--- config.mk ---
export PLATFORM = sky130hd
export DESIGN_NAME = status_event_reporting
export DESIGN_NICKNAME = d
export VERILOG_FILES = /design/src/rtl/status_event_pkg.sv /design/src/rtl/status_event_reporting.sv
export VERILOG_INCLUDE_DIRS = /design/src /design/src/rtl
export SDC_FILE = /design/constraint.sdc
export NUM_CORES = 1
export LEC_CHECK = 0
export ABC_CLOCK_PERIOD_IN_PS = 16900
export BUFFER_PORTS_ARGS = -buffer_cell sky130_fd_sc_hd__clkbuf_2
export CORE_MARGIN = 1
export CORE_UTILIZATION = 50
export DETAILED_ROUTE_END_ITERATION = 12
export PLACE_DENSITY = 0.68
export SYNTH_ARGS = -nofsm -noshare
export SYNTH_HDL_FRONTEND = slang
export SYNTH_SLANG_ARGS = --single-unit
--- constraint.sdc ---
create_clock -name clk -period 16.9 [get_ports clk]
set_input_delay 3.38 -clock clk [delete_from_list [all_inputs] [get_ports clk]]
set_output_delay 3.38 -clock clk [all_outputs]
set_load 0.05 [all_outputs]
--- src/rtl/status_event_reporting_params.svh ---
// Constants of the status and event reporting block
`ifndef STATUS_EVENT_REPORTING_PARAMS_SVH
`define STATUS_EVENT_REPORTING_PARAMS_SVH

`define WORD_W         16
`define NUM_GRP        3

`define GRP_OPER       2'h0
`define GRP_QUES       2'h1
`define GRP_POWER      2'h2
`define GRP_NONE       2'h3

`define REG_COND       3'h0
`define REG_PTR        3'h1
`define REG_NTR        3'h2
`define REG_EVENT      3'h3
`define REG_ENABLE     3'h4

`define STB_OPER_BIT   7
`define STB_QUES_BIT   3

`define QUES_POWER_BIT 3
`define QUES_FREQ_BIT  5
`define QUES_CAL_BIT   8
`define QUES_INTEG_BIT 9

`define PWR_RPP_BIT    0
`define PWR_SRC_BIT    1
`define PWR_SRC_LO_BIT 2
`define PWR_LO_BIT     3
`define PWR_REF50_BIT  4
`define PWR_IN_OVL_BIT 6
`define PWR_LO_OUT_BIT 8

`define OPER_DEF_MASK  16'h7fff
`define QUES_DEF_MASK  16'h0328
`define PWR_DEF_MASK   16'h015f

`define PTR_RESET      16'hffff
`define NTR_RESET      16'h0000
`define ENABLE_RESET   16'h0000
`define EVENT_RESET    16'h0000
`define PREV_RESET     16'h0000
`define RSP_RESET      16'h0000

`endif

--- src/rtl/status_event_pkg.sv ---
// Types of the status and event reporting block
`include "status_event_reporting_params.svh"

package status_event_pkg;

	typedef logic [`WORD_W-1:0] word_t;

	typedef enum logic [1:0] {
		GRP_OPER_E  = `GRP_OPER,
		GRP_QUES_E  = `GRP_QUES,
		GRP_POWER_E = `GRP_POWER,
		GRP_NONE_E  = `GRP_NONE
	} group_t;

	typedef enum logic [2:0] {
		REG_COND_E   = `REG_COND,
		REG_PTR_E    = `REG_PTR,
		REG_NTR_E    = `REG_NTR,
		REG_EVENT_E  = `REG_EVENT,
		REG_ENABLE_E = `REG_ENABLE
	} reg_sel_t;

endpackage

--- src/rtl/status_event_reporting.sv ---
// Operation, questionable and power status groups with clear-on-read events
//
// Operation
// - Operation condition is read-only and mirrors live state as a weighted sum.
// - Each group has positive and negative transition masks written as sums.
// - Enabled condition transitions set and hold event bits.
// - Reading an event register returns it, then clears it.
// - Operation enable mask gates events onto status byte bit 7.
// - Querying an enable mask returns the last value written.
// - Questionable enable mask gates events onto status byte bit 3.
// - Questionable condition bits come from lower group summaries only.
// - Questionable bit 3 carries the power group summary.
// - Questionable bit 5 carries the frequency group summary.
// - Power bit 0 set while reverse power protection tripped.
// - Power bit 1 set while generator output unleveled.
// - Power bit 2 set while generator oscillator unleveled.
// - Power bit 3 set while main oscillator unleveled.
// - Power bit 4 set while 50 MHz reference unleveled.
// - Power bit 6 set while input overload protection tripped.
// - Power bit 8 set while first oscillator output unleveled, external mixing only.
// - Power bits 5, 7 and 9 to 15 read zero.
// - Questionable condition query returns the weighted sum of set bits.
// - Power group has own masks, clear-on-read events, enable; feeds questionable.
`timescale 1ns/1ps
`include "status_event_reporting_params.svh"

module status_event_reporting
	import status_event_pkg::*;
(
	input  wire logic     clk,
	input  wire logic     rst,
	input  wire word_t    oper_cond_in,
	input  wire logic     rpp_tripped,
	input  wire logic     src_unleveled,
	input  wire logic     src_lo_unleveled,
	input  wire logic     lo_unleveled,
	input  wire logic     ref50_unleveled,
	input  wire logic     input_ovl_tripped,
	input  wire logic     lo_out_unleveled,
	input  wire logic     ext_mix_fitted,
	input  wire logic     freq_summary,
	input  wire logic     cal_summary,
	input  wire logic     integ_summary,
	input  wire logic     cmd_valid,
	input  wire logic     cmd_write,
	input  wire group_t   cmd_group,
	input  wire reg_sel_t cmd_reg,
	input  wire word_t    cmd_wdata,
	output logic          rsp_valid,
	output word_t         rsp_data,
	output logic          oper_summary,
	output logic          ques_summary
);

////////////////////////////////////////////////////////////////////////////////
// Condition sources

	wire [`WORD_W-1:0] cond_q [0:`NUM_GRP-1];
	wire [`WORD_W-1:0] prev_q [0:`NUM_GRP-1];
	wire [`WORD_W-1:0] ptr_q  [0:`NUM_GRP-1];
	wire [`WORD_W-1:0] ntr_q  [0:`NUM_GRP-1];
	wire [`WORD_W-1:0] en_q   [0:`NUM_GRP-1];
	wire [`WORD_W-1:0] ev_q   [0:`NUM_GRP-1];
	wire [`WORD_W-1:0] set_q  [0:`NUM_GRP-1];
	wire               sum_q  [0:`NUM_GRP-1];

	word_t pwr_cond;
	word_t ques_cond;

	always_comb begin
		pwr_cond                  = 16'h0000;
		pwr_cond[`PWR_RPP_BIT]    = rpp_tripped;
		pwr_cond[`PWR_SRC_BIT]    = src_unleveled;
		pwr_cond[`PWR_SRC_LO_BIT] = src_lo_unleveled;
		pwr_cond[`PWR_LO_BIT]     = lo_unleveled;
		pwr_cond[`PWR_REF50_BIT]  = ref50_unleveled;
		pwr_cond[`PWR_IN_OVL_BIT] = input_ovl_tripped;
		// Flag is meaningless without the mixer, so it is held off
		pwr_cond[`PWR_LO_OUT_BIT] = lo_out_unleveled & ext_mix_fitted;
	end

	// Only summaries of lower groups reach this word
	always_comb begin
		ques_cond                  = 16'h0000;
		ques_cond[`QUES_POWER_BIT] = sum_q[`GRP_POWER];
		ques_cond[`QUES_FREQ_BIT]  = freq_summary;
		ques_cond[`QUES_CAL_BIT]   = cal_summary;
		ques_cond[`QUES_INTEG_BIT] = integ_summary;
	end

	assign cond_q[`GRP_OPER]  = oper_cond_in & `OPER_DEF_MASK;
	assign cond_q[`GRP_QUES]  = ques_cond & `QUES_DEF_MASK;
	assign cond_q[`GRP_POWER] = pwr_cond & `PWR_DEF_MASK;

////////////////////////////////////////////////////////////////////////////////
// Per-group filter, event and enable registers

	genvar g;
	generate
		for (g = 0; g < `NUM_GRP; g = g + 1) begin : grp
			word_t ptr_ff;
			word_t ntr_ff;
			word_t en_ff;
			word_t ev_ff;
			word_t prev_ff;
			word_t nxt_ptr;
			word_t nxt_ntr;
			word_t nxt_en;
			word_t nxt_ev;
			word_t nxt_prev;
			word_t rise;
			word_t fall;
			logic  sel;
			logic  wr;
			logic  rd_ev;

			always_comb begin
				sel   = cmd_valid && (cmd_group == group_t'(g));
				wr    = sel && cmd_write;
				rd_ev = sel && !cmd_write && (cmd_reg == REG_EVENT_E);
				rise  = cond_q[g] & ~prev_ff;
				fall  = ~cond_q[g] & prev_ff;
				nxt_prev = cond_q[g];
				nxt_ptr  = ptr_ff;
				nxt_ntr  = ntr_ff;
				nxt_en   = en_ff;
				if (wr && cmd_reg == REG_PTR_E) begin
					nxt_ptr = cmd_wdata;
				end
				if (wr && cmd_reg == REG_NTR_E) begin
					nxt_ntr = cmd_wdata;
				end
				if (wr && cmd_reg == REG_ENABLE_E) begin
					nxt_en = cmd_wdata;
				end
				// Clear first, then new events, so a set wins
				nxt_ev = rd_ev ? `EVENT_RESET : ev_ff;
				nxt_ev = nxt_ev | (rise & ptr_ff) | (fall & ntr_ff);
			end

			always_ff @(posedge clk or posedge rst) begin
				if (rst) begin
					ptr_ff  <= `PTR_RESET;
					ntr_ff  <= `NTR_RESET;
					en_ff   <= `ENABLE_RESET;
					ev_ff   <= `EVENT_RESET;
					prev_ff <= `PREV_RESET;
				end else begin
					ptr_ff  <= nxt_ptr;
					ntr_ff  <= nxt_ntr;
					en_ff   <= nxt_en;
					ev_ff   <= nxt_ev;
					prev_ff <= nxt_prev;
				end
			end

			assign ptr_q[g]  = ptr_ff;
			assign ntr_q[g]  = ntr_ff;
			assign en_q[g]   = en_ff;
			assign ev_q[g]   = ev_ff;
			assign prev_q[g] = prev_ff;
			assign set_q[g]  = (rise & ptr_ff) | (fall & ntr_ff);
			// Combinational so a mask write shows one cycle later, together with en_ff
			assign sum_q[g]  = |(ev_ff & en_ff);
		end
	endgenerate

	assign oper_summary = sum_q[`GRP_OPER];
	assign ques_summary = sum_q[`GRP_QUES];

////////////////////////////////////////////////////////////////////////////////
// Query answers

	word_t nxt_rsp_data;
	logic  nxt_rsp_valid;
	word_t rsp_data_ff;
	logic  rsp_valid_ff;
	word_t rd_word;

	always_comb begin
		rd_word = 16'h0000;
		if (cmd_group == GRP_NONE_E) begin
			rd_word = 16'h0000;
		end else if (cmd_reg == REG_COND_E) begin
			rd_word = cond_q[cmd_group];
		end else if (cmd_reg == REG_PTR_E) begin
			rd_word = ptr_q[cmd_group];
		end else if (cmd_reg == REG_NTR_E) begin
			rd_word = ntr_q[cmd_group];
		end else if (cmd_reg == REG_EVENT_E) begin
			rd_word = ev_q[cmd_group];
		end else if (cmd_reg == REG_ENABLE_E) begin
			rd_word = en_q[cmd_group];
		end
		nxt_rsp_valid = cmd_valid && !cmd_write;
		nxt_rsp_data  = nxt_rsp_valid ? rd_word : rsp_data_ff;
	end

	always_ff @(posedge clk or posedge rst) begin
		if (rst) begin
			rsp_valid_ff <= 1'b0;
			rsp_data_ff  <= `RSP_RESET;
		end else begin
			rsp_valid_ff <= nxt_rsp_valid;
			rsp_data_ff  <= nxt_rsp_data;
		end
	end

	assign rsp_valid = rsp_valid_ff;
	assign rsp_data  = rsp_data_ff;
endmodule

# == Word level (Yosys, flattened, before mapping) ==
# Index checks and enable logic that the tools add are counted.
# totals
ramBits,0
regBits,235
n_memories,0
word_cells,106
in_bits,52
output_inout_bits,19
romBits,0
latch_bits,0
# classes
eq_ne,7
reduce_logical,28
add_sub_neg,0
div,0
mux,24
shifts,0
n_bitwise,29
n_mul,0
magnitude_cmp,1
# ops
op,count
two-way mux 16 bit,19
binary-select mux 16 bit (select 2 bit),5
AND 16 bit,9
bitwise OR 16 bit,6
OR reduction 16 bit,3
NOT 10 -> 16 bit,2
NOT 15 -> 16 bit,2
NOT 9 -> 16 bit,2
logical AND 1 bit,22
AND 10 x 16 -> 16 bit,1
AND 15 x 16 -> 16 bit,1
AND 16 x 10 -> 16 bit,1
AND 16 x 15 -> 16 bit,1
AND 16 x 9 -> 16 bit,1
AND 9 x 16 -> 16 bit,1
== test 3 x 2 -> 1 bit (second input constant),2
== test 2 bit (second input constant),2
== test 3 x 1 -> 1 bit (second input constant),1
== test 3 bit (second input constant),1
greater-or-equal comparator 3 bit (second input constant),1
zero test 3 bit,1
NOT 2 -> 3 bit,1
== test 2 x 1 -> 1 bit (second input constant),1
zero test 2 bit,1
2 further kinds,2

# == Logic depth before layout (Yosys ltp) ==
# Gate-level depths: netlist (run 1).
# logic_depth
ltp_word,10
depth_mapped,9

# == Worst setup path after synthesis (run 1) ==
# OpenSTA, ideal clock, no wires.
# synth_path
path_type,input port to flip-flop
startpoint,input cmd_reg[2]
endpoint,register grp[2].en_ff[0]
stages,6
path_buffers,3
slack_ns,11.974
t_required_ns,16.775
arrival_ns,4.801
setup_time_ns,0.125
cell_sequence,buf_4 or3b_1 buf_6 nor3_4 buf_8 mux2_4
# synth_via
elab_chain_len,2
# synth_lines
element,line,text
start: declaration,status_event_reporting.sv:47,"input wire reg_sel_t cmd_reg,"
== test 3 bit,status_event_reporting.sv:133,if (wr && cmd_reg == REG_ENABLE_E) begin
logical AND 1 bit,status_event_reporting.sv:133,
end signal: assignment,status_event_reporting.sv:145,en_ff <= `ENABLE_RESET;
end signal: assignment,status_event_reporting.sv:151,en_ff <= nxt_en;
end: declaration,status_event_reporting.sv:103,word_t en_ff;
# No other way between the ends.
# A chain may end at the register's enable or synchronous reset.

# == Worst setup path after layout (run 1) ==
# layout_path
startpoint,input cmd_reg[0]
endpoint,register grp[2].ntr_ff[12]
# layout_via
elab_chain_len,2
# layout_lines
element,line,text
== test 3 x 2 -> 1 bit,status_event_reporting.sv:130,if (wr && cmd_reg == REG_NTR_E) begin
logical AND 1 bit,status_event_reporting.sv:130,
end signal: assignment,status_event_reporting.sv:144,ntr_ff <= `NTR_RESET;
end signal: assignment,status_event_reporting.sv:150,ntr_ff <= nxt_ntr;
end: declaration,status_event_reporting.sv:102,word_t ntr_ff;
# No other way between the ends.

==> results of run 1 <==
-- per-layer routing --
metal,global-route usage,up-vias
li1,-,3256
met1,0.389,3736
met2,0.452,296
met3,0.0470,50
met4,0.0986,0
met5,0,-
-- state kept, by name, summed over array words and instances (netlist names) --
name         flops
grp.en_ff       48
grp.ntr_ff      48
rsp_data        16
grp.ev_ff       26
grp.prev_ff     26
grp.ptr_ff      48
rsp_valid        1
-- cells by family after synthesis --
group                  after synthesis  synth area share
multiplexers                       195             0.214
AO/OA/AOI/OAI                      207             0.133
buffers and inverters               59            0.0322
AND/OR/NAND/NOR                    179            0.0893
flip-flops                         213             0.531
-- worst reg2reg max path, delay by kind of cell, from the launching register on --
family             cells  cell delay, ns
AOI/OAI and AO/OA      4            0.92
DFF                    1            0.39
and+or+nand+nor        1            0.36
-- power by group --
part           total, mW  switching, mW  internal (mW)
registers          0.647         0.0548          0.593
clock network      0.514          0.205          0.308
logic              0.204          0.115         0.0887
total               1.37          0.375          0.990
-- stage by stage --
| stage | area, um2 | utilization | std cells | power [mW] | hold WS [ns] |
|---|---|---|---|---|---|
| floorplan | 10100 | - | 853 | 0.788 | 0.457 |
| global placement | 10600 | 0.542 | 1150 | 0.850 | 0.461 |
| detailed placement | 10600 | 0.542 | 1150 | 0.857 | 0.471 |
| CTS | 11400 | 0.581 | 1192 | 1.37 | 0.476 |
| global route | 11400 | 0.581 | 1192 | 1.42 | 0.489 |
| finish | 11400 | 0.581 | 1192 | 1.37 | 0.471 |
-- area by class of cell --
class                      count  area, um2
inverter                       9       41.3
tap                          265        332
clock buffer                  36        684
fill                        1706       8240
timing repair buffer          82        445
multi-input combinational    581       4440
clock inverter                 6       86.3
sequential                   213       5390
-- cells in the final DEF, fill, tap and decap left out, types with 11 or more instances in the layout --
cell                        instances
sky130_fd_sc_hd__mux2i_1           46
sky130_fd_sc_hd__nor2_1            36
sky130_fd_sc_hd__a21oi_1           53
sky130_fd_sc_hd__buf_4             14
sky130_fd_sc_hd__mux2_1            25
sky130_fd_sc_hd__a21o_1            19
sky130_fd_sc_hd__dfstp_2           48
sky130_fd_sc_hd__o22ai_1           31
sky130_fd_sc_hd__clkbuf_2          68
sky130_fd_sc_hd__clkbuf_16         23
sky130_fd_sc_hd__a22oi_1           11
sky130_fd_sc_hd__mux2_2           114
sky130_fd_sc_hd__o21ai_0           34
sky130_fd_sc_hd__nand2_1           83
sky130_fd_sc_hd__dfrtp_1          165
-- synth_stat cells (3+ instances only) --
library cell                count
sky130_fd_sc_hd__a211oi_1       6
sky130_fd_sc_hd__a21o_1        19
sky130_fd_sc_hd__a21oi_1       53
sky130_fd_sc_hd__a221oi_1       8
sky130_fd_sc_hd__a22oi_1       11
sky130_fd_sc_hd__a2bb2oi_1      7
sky130_fd_sc_hd__a31oi_1        4
sky130_fd_sc_hd__and3_1         4
sky130_fd_sc_hd__buf_1          3
sky130_fd_sc_hd__buf_2         17
sky130_fd_sc_hd__buf_4          9
sky130_fd_sc_hd__buf_6          5
sky130_fd_sc_hd__clkbuf_1      14
sky130_fd_sc_hd__dfrtp_1      165
sky130_fd_sc_hd__dfstp_2       48
sky130_fd_sc_hd__inv_1          7
sky130_fd_sc_hd__mux2_1        25
sky130_fd_sc_hd__mux2_2       114
sky130_fd_sc_hd__mux2_4        10
sky130_fd_sc_hd__mux2i_1       46
sky130_fd_sc_hd__nand2_1       83
sky130_fd_sc_hd__nand2_2        3
sky130_fd_sc_hd__nand2b_1       5
sky130_fd_sc_hd__nand3_1        5
sky130_fd_sc_hd__nand3b_1       9
sky130_fd_sc_hd__nand4_1        4
sky130_fd_sc_hd__nor2_1        36
sky130_fd_sc_hd__nor2_4         4
sky130_fd_sc_hd__nor3_1         5
sky130_fd_sc_hd__nor3_4         3
sky130_fd_sc_hd__o211ai_1       8
sky130_fd_sc_hd__o21ai_0       34
sky130_fd_sc_hd__o221ai_1      10
sky130_fd_sc_hd__o22ai_1       31
sky130_fd_sc_hd__o2bb2ai_1      3
sky130_fd_sc_hd__or3b_1         3
-- worst min-delay path by stage --
stage / end / cells after the start
2_1_floorplan: grp[2].ev_ff[0] / 1
3_3_place_gp: grp[2].ev_ff[0] / 1
3_5_place_dp: grp[2].ev_ff[1] / 1
4_1_cts: grp[2].ev_ff[1] / 1
5_1_grt: grp[2].ev_ff[3] / 1
6_report: grp[2].ev_ff[1] / 1
==> metrics.log, run 1 <==
INFO  metric hold_class = flip-flop to flip-flop
INFO  metric crit_path_end = grp[2].ntr_ff[12]
INFO  metric iter_0_drt_violations = 524
INFO  metric worst_slack_after_detailed_placement = 10.47 ns
INFO  metric cts-buffers-inserted = 23
INFO  metric timing.critical_path.from_type = primary input
INFO  metric wl_per_cell = about 24 um
INFO  metric path_class = primary input to flip-flop
INFO  metric root_buffer_selected_by_cts = sky130_fd_sc_hd__clkbuf_16
INFO  metric finalNetCount = around 960
INFO  metric number_of_antenna_violations_at_the_first_check_in_global_routing = 0
INFO  metric place.gp.congestion = 0.820
INFO  metric synth-main-ff-cell = sky130_fd_sc_hd__dfrtp_1
INFO  metric rsz0062_at_grt = false
INFO  metric final.setup.worst_slack = about 11 ns
INFO  metric routed_wirelength = about 28000 um
INFO  metric cp_slowest_stage_delay = 1.07 ns
INFO  metric cts_sinks = between 200 and 250
INFO  metric synth.distinct_cells = 63
INFO  metric grt_first_pass_wirelength = between 40000 and 50000 um
INFO  metric met2RoutedLength = approximately 13000 um
INFO  metric final_antenna_net_count = 0
INFO  metric finalHoldViolCount = 0
INFO  metric totalNegativeSetupSlack = 0 ns
INFO  metric r2r_setup_slack = about 15 ns
INFO  metric clock_tree_from_tritoncts = done
INFO  metric netlist_area = between 10000 and 15000 um2
INFO  metric die_area = 20900 um2
INFO  metric cp_cell_sequence = clkbuf_2, or3b_1, nor3_4, mux2_2
INFO  metric rr_worst_depth = 5
INFO  metric sum_of_met3_wire_segment_lengths_after_detailed_routing = roughly 2000 um
INFO  metric synthTopCellsByArea = sky130_fd_sc_hd__dfrtp_1 41%, sky130_fd_sc_hd__mux2_2 13%, sky130_fd_sc_hd__dfstp_2 12%
INFO  metric io_buffers = 69
INFO  metric initial_utilization = 0.516
INFO  metric ys_warn_count = 0
INFO  metric postCtsSetupRepairBufs = 0
INFO  metric setup_violations = 0
INFO  metric worst-endpoint-required = roughly 17 ns
INFO  metric mapped_nets = between 900 and 1k
INFO  metric drcViolationCount = 0
INFO  metric max-cap-violations = 0
INFO  metric synth_area_leader_cell = sky130_fd_sc_hd__dfrtp_1
INFO  metric post-synth-top-area-fraction = 0.407
INFO  metric synthArstFlopShare = 1.00
INFO  metric peakVddDrop = 0.0857 mV
INFO  metric post_cts_hold_buffer_count = 0
INFO  metric place.detailed.hpwl = about 17000 um
INFO  metric holdCritStartpoint = grp[2].prev_ff[1]
INFO  metric floorplan.rows = between 50 and 60
INFO  metric cp_slowest_cell = sky130_fd_sc_hd__nor3_4
INFO  metric critical_path_buffers_and_inverters = 1
INFO  metric dr.pass1.iters = 5
INFO  metric core_region_area = 19700 um2
INFO  metric cts-htree-levels = 1
INFO  metric clk_pin_slew = roughly 0.06 ns
INFO  metric period_share = 0.349
INFO  metric seq_area_frac_synth = 0.531
INFO  metric via_to_cell_ratio = about 6.2
INFO  metric fmax = approximately 170 MHz
INFO  metric number_of_top_level_pins = 71
INFO  metric synthCells = 853
INFO  metric n_antenna_cell = 0
INFO  metric synth.avg_cell_area = around 12 um2
INFO  metric critical_path_cell_count = 4
INFO  metric grt_max_degree = ~140
INFO  metric clock_tree.buffer_depth = 3
INFO  metric outcome = complete, no violations
INFO  metric timing.critical_path.to_type = flip-flop
INFO  metric cpLargestDelayFamily = simple AND/OR/NAND/NOR gates
INFO  metric drive_gt1_frac = 0.334
INFO  metric source_of_the_worst_register_to_register_timing_path = grp[2].ev_ff[0]
INFO  metric worst_slew_margin_rel = 0.223
INFO  metric first_global_vias = between 7k and 8k
INFO  metric timing.critical_path.arrival = 6.30 ns
INFO  metric area_growth = 12.5%
INFO  metric cts_resized = 0
INFO  metric dr.max_layer_used = met4
INFO  metric finalClockSkew = between 0.005 and 0.006 ns
INFO  metric synth.ff_latch_count = 213
INFO  metric die_width = roughly 140 um
INFO  metric wirelength_met1 = 12100 um
INFO  metric worstSetupStartpoint = cmd_reg[0]
INFO  metric critical_path_peak_fanout = 29
INFO  metric finalCriticalPeriod = slightly below 6 ns
INFO  metric regToRegEndpoint = rsp_data[3]
INFO  metric max_slew.worst_pin.slew = roughly 1.2 ns
INFO  metric finalMaxSlewViolations = 0
INFO  metric dieHeight = roughly 140 um
INFO  metric num_vias = about 7.3k
INFO  metric p_leak = 5.07 nW
INFO  metric power_density = between 100 and 150 nW/um2
INFO  metric synth-edff-count = 0
INFO  metric global_route.overflow_total = 0
INFO  metric overall_fraction_of_global_route_tracks_in_use = 0.283
INFO  metric clkLatencyLatePin = between 0.5 and 0.6 ns
Power figures use the tool's default switching activity.
==> run 2: changes to the inputs <==
--- a/config.mk
+++ b/config.mk
@@ -6,12 +6,13 @@
 export SDC_FILE = /design/constraint.sdc
 export NUM_CORES = 1
 export LEC_CHECK = 0
-export ABC_CLOCK_PERIOD_IN_PS = 16900
+export ABC_AREA = 1
+export ABC_CLOCK_PERIOD_IN_PS = 5050
 export BUFFER_PORTS_ARGS = -buffer_cell sky130_fd_sc_hd__clkbuf_2
 export CORE_MARGIN = 1
 export CORE_UTILIZATION = 50
 export DETAILED_ROUTE_END_ITERATION = 12
-export PLACE_DENSITY = 0.68
+export PLACE_DENSITY = 0.71
 export SYNTH_ARGS = -nofsm -noshare
 export SYNTH_HDL_FRONTEND = slang
 export SYNTH_SLANG_ARGS = --single-unit
==> constraint.sdc (replaced) <==
create_clock -name clk -period 5.05 [get_ports clk]
set_input_delay 1.01 -clock clk [delete_from_list [all_inputs] [get_ports clk]]
set_output_delay 1.01 -clock clk [all_outputs]
set_load 0.05 [all_outputs]
==> run 2 against run 1 <==
Against the previous run:
- clock-buffer cell count is 4 higher
- total power grew to 3.2 times the previous value
- largest power group unchanged
- combinational power grew to 3.2 times the previous value
- wire length is 3.0% higher
- sequential share of layout area is 0.92 points lower
- critical path depth is 2 higher
- utilization is 0.73 points lower
- design area is 2.0% higher
- clock power grew to 3.3 times the previous value
- worst setup slack worse by 9.0 ns
- critical path type unchanged
==> metrics.log, run 2 <==
INFO  metric finalCriticalPeriod = roughly 3.1 ns
INFO  metric cts-buffers-inserted = 24 (was 23)
INFO  metric core_region_area = 20300 um2 (was 19700 um2)
INFO  metric final_antenna_net_count = 0 (unchanged)
INFO  metric synth.avg_cell_area = 9.03 um2 (was 11.9 um2)
INFO  metric die_width = 146 um (was 144 um)
INFO  metric ys_warn_count = 0 (unchanged)
INFO  metric drcViolationCount = 0 (unchanged)
INFO  metric mostFrequentLayoutCell = sky130_fd_sc_hd__nand2_1 (was sky130_fd_sc_hd__dfrtp_1)
INFO  metric place.gp.congestion = 0.833 (was 0.820)
INFO  metric cts_sinks = 213 (unchanged)
INFO  metric mapped_nets = 1202 (was 905)
INFO  metric num_vias = 8379 (was 7338)
INFO  metric worst_hold_path.num_cells = 1 (unchanged)
INFO  metric pwr-share-comb = 0.149 (about the same)
INFO  metric root_buffer_selected_by_cts = sky130_fd_sc_hd__clkbuf_16 (unchanged)
INFO  metric timing.critical_path.from_type = primary input (unchanged)
INFO  metric sequentialPowerShare = 0.472 (was 0.474)
INFO  metric rr_worst_depth = 8 (was 5)
INFO  metric die_area = 21400 um2 (was 20900 um2)
INFO  metric timing.critical_path.to_type = flip-flop (unchanged)
INFO  metric wl_per_cell = 19.5 um (was 23.6 um)
INFO  metric yosys.cell_count.top_type = sky130_fd_sc_hd__nand2_1 (was sky130_fd_sc_hd__dfrtp_1)
INFO  metric dr.pass1.iters = 5 (unchanged)
INFO  metric seq_area_frac_synth = 0.519 (was 0.531)
INFO  metric postCtsSetupRepairBufs = 0 (unchanged)
INFO  metric max_slew.worst_pin.slew = 0.890 ns (was 1.16 ns)
INFO  metric fmax = 327 MHz
INFO  metric post-synth-top-area-fraction = 0.397 (was 0.407)
INFO  metric hold_class = flip-flop to flip-flop (unchanged)
INFO  metric n_antenna_cell = 0 (unchanged)
INFO  metric place.detailed.hpwl = 18300 um (was 17200 um)
INFO  metric synth.cells.most_frequent = 358 x sky130_fd_sc_hd__nand2_1, 165 x sky130_fd_sc_hd__dfrtp_1, 97 x sky130_fd_sc_hd__o21ai_0, 84 x sky130_fd_sc_hd__inv_1, 73 x sky130_fd_sc_hd__nor2_1 (was 165 x sky130_fd_sc_hd__dfrtp_1, 114 x sky130_fd_sc_hd__mux2_2, 83 x sky130_fd_sc_hd__nand2_1, 53 x sky130_fd_sc_hd__a21oi_1, 48 x sky130_fd_sc_hd__dfstp_2)
INFO  metric worst-endpoint-required = 5.44 ns (was 17.30 ns)
INFO  metric dieHeight = 146 um (was 144 um)
INFO  metric clock_tree.buffer_depth = 3 (unchanged)
INFO  metric post_cts_hold_buffer_count = 0 (unchanged)
INFO  metric synth_area_leader_cell = sky130_fd_sc_hd__dfrtp_1 (unchanged)
INFO  metric synth-main-ff-cell = sky130_fd_sc_hd__dfrtp_1 (unchanged)
INFO  metric synthArstFlopShare = 1.00 (unchanged)
INFO  metric reg.largest.list = grp.en_ff: 48 flops, grp.ntr_ff: 48 flops, grp.ptr_ff: 48 flops (unchanged)
INFO  metric finalHoldViolCount = 0 (unchanged)
INFO  metric clock_tree_from_tritoncts = done (unchanged)
INFO  metric grt_first_pass_wirelength = 46100 um (was 43500 um)
INFO  metric clk_pin_slew = 0.06 ns (about the same)
INFO  metric finish.cell_count_without_fillers = 1490 (was 1192)
INFO  metric outcome = complete, no violations (unchanged)
INFO  metric grt_max_degree = 136 (was 137)
INFO  metric synthCells = 1150 (was 853)
INFO  metric synthTopCellsByArea = sky130_fd_sc_hd__dfrtp_1 40%, sky130_fd_sc_hd__nand2_1 13%, sky130_fd_sc_hd__dfstp_2 12% (was sky130_fd_sc_hd__dfrtp_1 41%, sky130_fd_sc_hd__mux2_2 13%, sky130_fd_sc_hd__dfstp_2 12%)
INFO  metric routed_wirelength = 29000 um (was 28100 um)
INFO  metric worst_slew_margin_rel = 0.405 (was 0.223)
INFO  metric global_route.overflow_total = 0 (unchanged)
INFO  metric via_to_cell_ratio = 5.62 (was 6.16)
INFO  metric power.clock.fraction = 0.379 (was 0.376)
INFO  metric number_of_antenna_violations_at_the_first_check_in_global_routing = 0 (unchanged)
INFO  metric max-cap-violations = 0 (unchanged)
INFO  metric critical_path_peak_fanout = 28 (was 29)
INFO  metric floorplan.rows = 52 (was 51)
INFO  metric synth.ff_latch_count = 213 (unchanged)
INFO  metric period_share = 0.606
INFO  metric rsz0062_at_grt = false (unchanged)
INFO  metric totalNegativeSetupSlack = 0 ns (unchanged)
INFO  metric netlist_area = 10400 um2 (was 10100 um2)
INFO  metric overall_fraction_of_global_route_tracks_in_use = 0.279 (was 0.283)
INFO  metric finalNetCount = 1255 (was 962)
INFO  metric finalMaxSlewViolations = 0 (unchanged)
INFO  metric timing.critical_path.arrival = 3.45 ns (was 6.30 ns)
INFO  metric setup_violations = 0 (unchanged)
INFO  metric placed_cells_incl_taps = 1447 (was 1150)
INFO  metric cts_resized = 0 (unchanged)
INFO  metric io_buffers = 69 (unchanged)
INFO  metric cts-htree-levels = 1 (unchanged)
INFO  metric drive_gt1_frac = 0.230 (was 0.334)
INFO  metric clkLatencyLatePin = 0.53 ns (was 0.52 ns)
INFO  metric path_class = primary input to flip-flop (unchanged)
INFO  metric p_leak = 5.68 nW (was 5.07 nW)
INFO  metric commonest_cells_after_routing_fill_and_taps_aside = 358 x sky130_fd_sc_hd__nand2_1, 165 x sky130_fd_sc_hd__dfrtp_1, 97 x sky130_fd_sc_hd__o21ai_0 (was 165 x sky130_fd_sc_hd__dfrtp_1, 114 x sky130_fd_sc_hd__mux2_2, 83 x sky130_fd_sc_hd__nand2_1)
INFO  metric synth.distinct_cells = 36 (was 63)
INFO  metric number_of_top_level_pins = 71 (unchanged)
INFO  metric synth-edff-count = 0 (unchanged)
INFO  metric switchingPower = 1.23 mW (was 0.375 mW)
INFO  metric first_global_vias = 8236 (was 7396)
INFO  metric internal_power = 3.19 mW (was 0.990 mW)
INFO  metric area_growth = 12.0% (was 12.5%)
INFO  metric peakVddDrop = 0.282 mV (was 0.0857 mV)
INFO  metric power_density = 380 nW/um2 (was 120 nW/um2)
INFO  metric netSwitchingFraction = 0.279 (was 0.275)
INFO  metric finalClockSkew = 0.0192 ns (was 0.00530 ns)
INFO  metric iter_0_drt_violations = 895 (was 524)
INFO  metric initial_utilization = 0.512 (was 0.516)
==> run 2: changes by cell type in the layout (fill, tap and decap cells not counted), sizes merged, moves of 46 or more <==
| cell | change |
|---|---|
| inv | +79 |
| mux2 | -68 |
| mux2i | -46 |
| nand2 | +273 |
| nand3 | +72 |
| o21ai | +65 |
==> run 2: cell type report <==
| class | count | area (um2) |
|---|---|---|
| timing repair buffer | 90 | 515 |
| multi-input combinational | 785 | 4300 |
| fill | 1805 | 8660 |
| inverter | 89 | 340 |
| clock inverter | 3 | 30.0 |
| clock buffer | 40 | 731 |
| tap | 270 | 338 |
| sequential | 213 | 5390 |
==> run 2: worst max-delay path, stage by stage <==
cell and delay (ns):
sky130_fd_sc_hd__clkbuf_2 0.47, sky130_fd_sc_hd__nor2_4 0.59, sky130_fd_sc_hd__nand3_2 0.29, sky130_fd_sc_hd__nor2_2 0.63, sky130_fd_sc_hd__buf_4 0.34, sky130_fd_sc_hd__o21ai_0 0.10
==> run 2: logic make-up after synthesis <==
| logic type | synth area share |
|---|---|
| AOI/OAI and AO/OA | 0.0943 |
| buffers and inverters | 0.0679 |
| DFF | 0.519 |
| muxes | 0.0972 |
| and+or+nand+nor | 0.222 |
==> run 2: final timing paths <==
check                                  start               end  slack, ns
hold reg to reg            grp[0].prev_ff[6]   grp[0].ev_ff[6]       0.47
hold / removal             grp[0].prev_ff[6]   grp[0].ev_ff[6]       0.47
min in group asynchronous                rst  grp[1].ntr_ff[3]       0.64
setup reg to reg             grp[2].ev_ff[1]       rsp_data[3]       3.75
max in group asynchronous                rst   grp[2].en_ff[8]       3.20
setup / recovery                cmd_group[0]  grp[0].ntr_ff[7]       1.99
==> run 2: routing by layer <==
metal	GRT usage	vias to the layer above	wire length [um]
met5	0	-	0
met3	0.0422	70	2370
met2	0.436	358	13200
li1	-	3873	-
met1	0.401	4078	12600
met4	0.0896	0	886
==> run 2: power by group through the flow <==
stage / Clock [mW] / Combinational, mW / Sequential, mW
floorplan: 0 / 0.430 / 2.14
global placement: 0 / 0.636 / 2.11
detailed placement: 0 / 0.652 / 2.11
CTS: 1.70 / 0.657 / 2.09
global route: 1.77 / 0.732 / 2.11
finish: 1.68 / 0.658 / 2.09
==> run 2: stage by stage <==
| step | total power, mW | instance area (um2) | utilization | setup slack (ns) | hold slack (ns) |
|---|---|---|---|---|---|
| after floorplan | 2.57 | 10400 | - | 1.31 | 0.457 |
| after global placement | 2.74 | 10900 | 0.536 | 1.55 | 0.461 |
| after detailed placement | 2.77 | 10900 | 0.536 | 1.49 | 0.465 |
| after CTS | 4.45 | 11600 | 0.573 | 2.04 | 0.469 |
| after global routing | 4.61 | 11600 | 0.573 | 1.87 | 0.490 |
| final | 4.42 | 11600 | 0.573 | 1.99 | 0.466 |
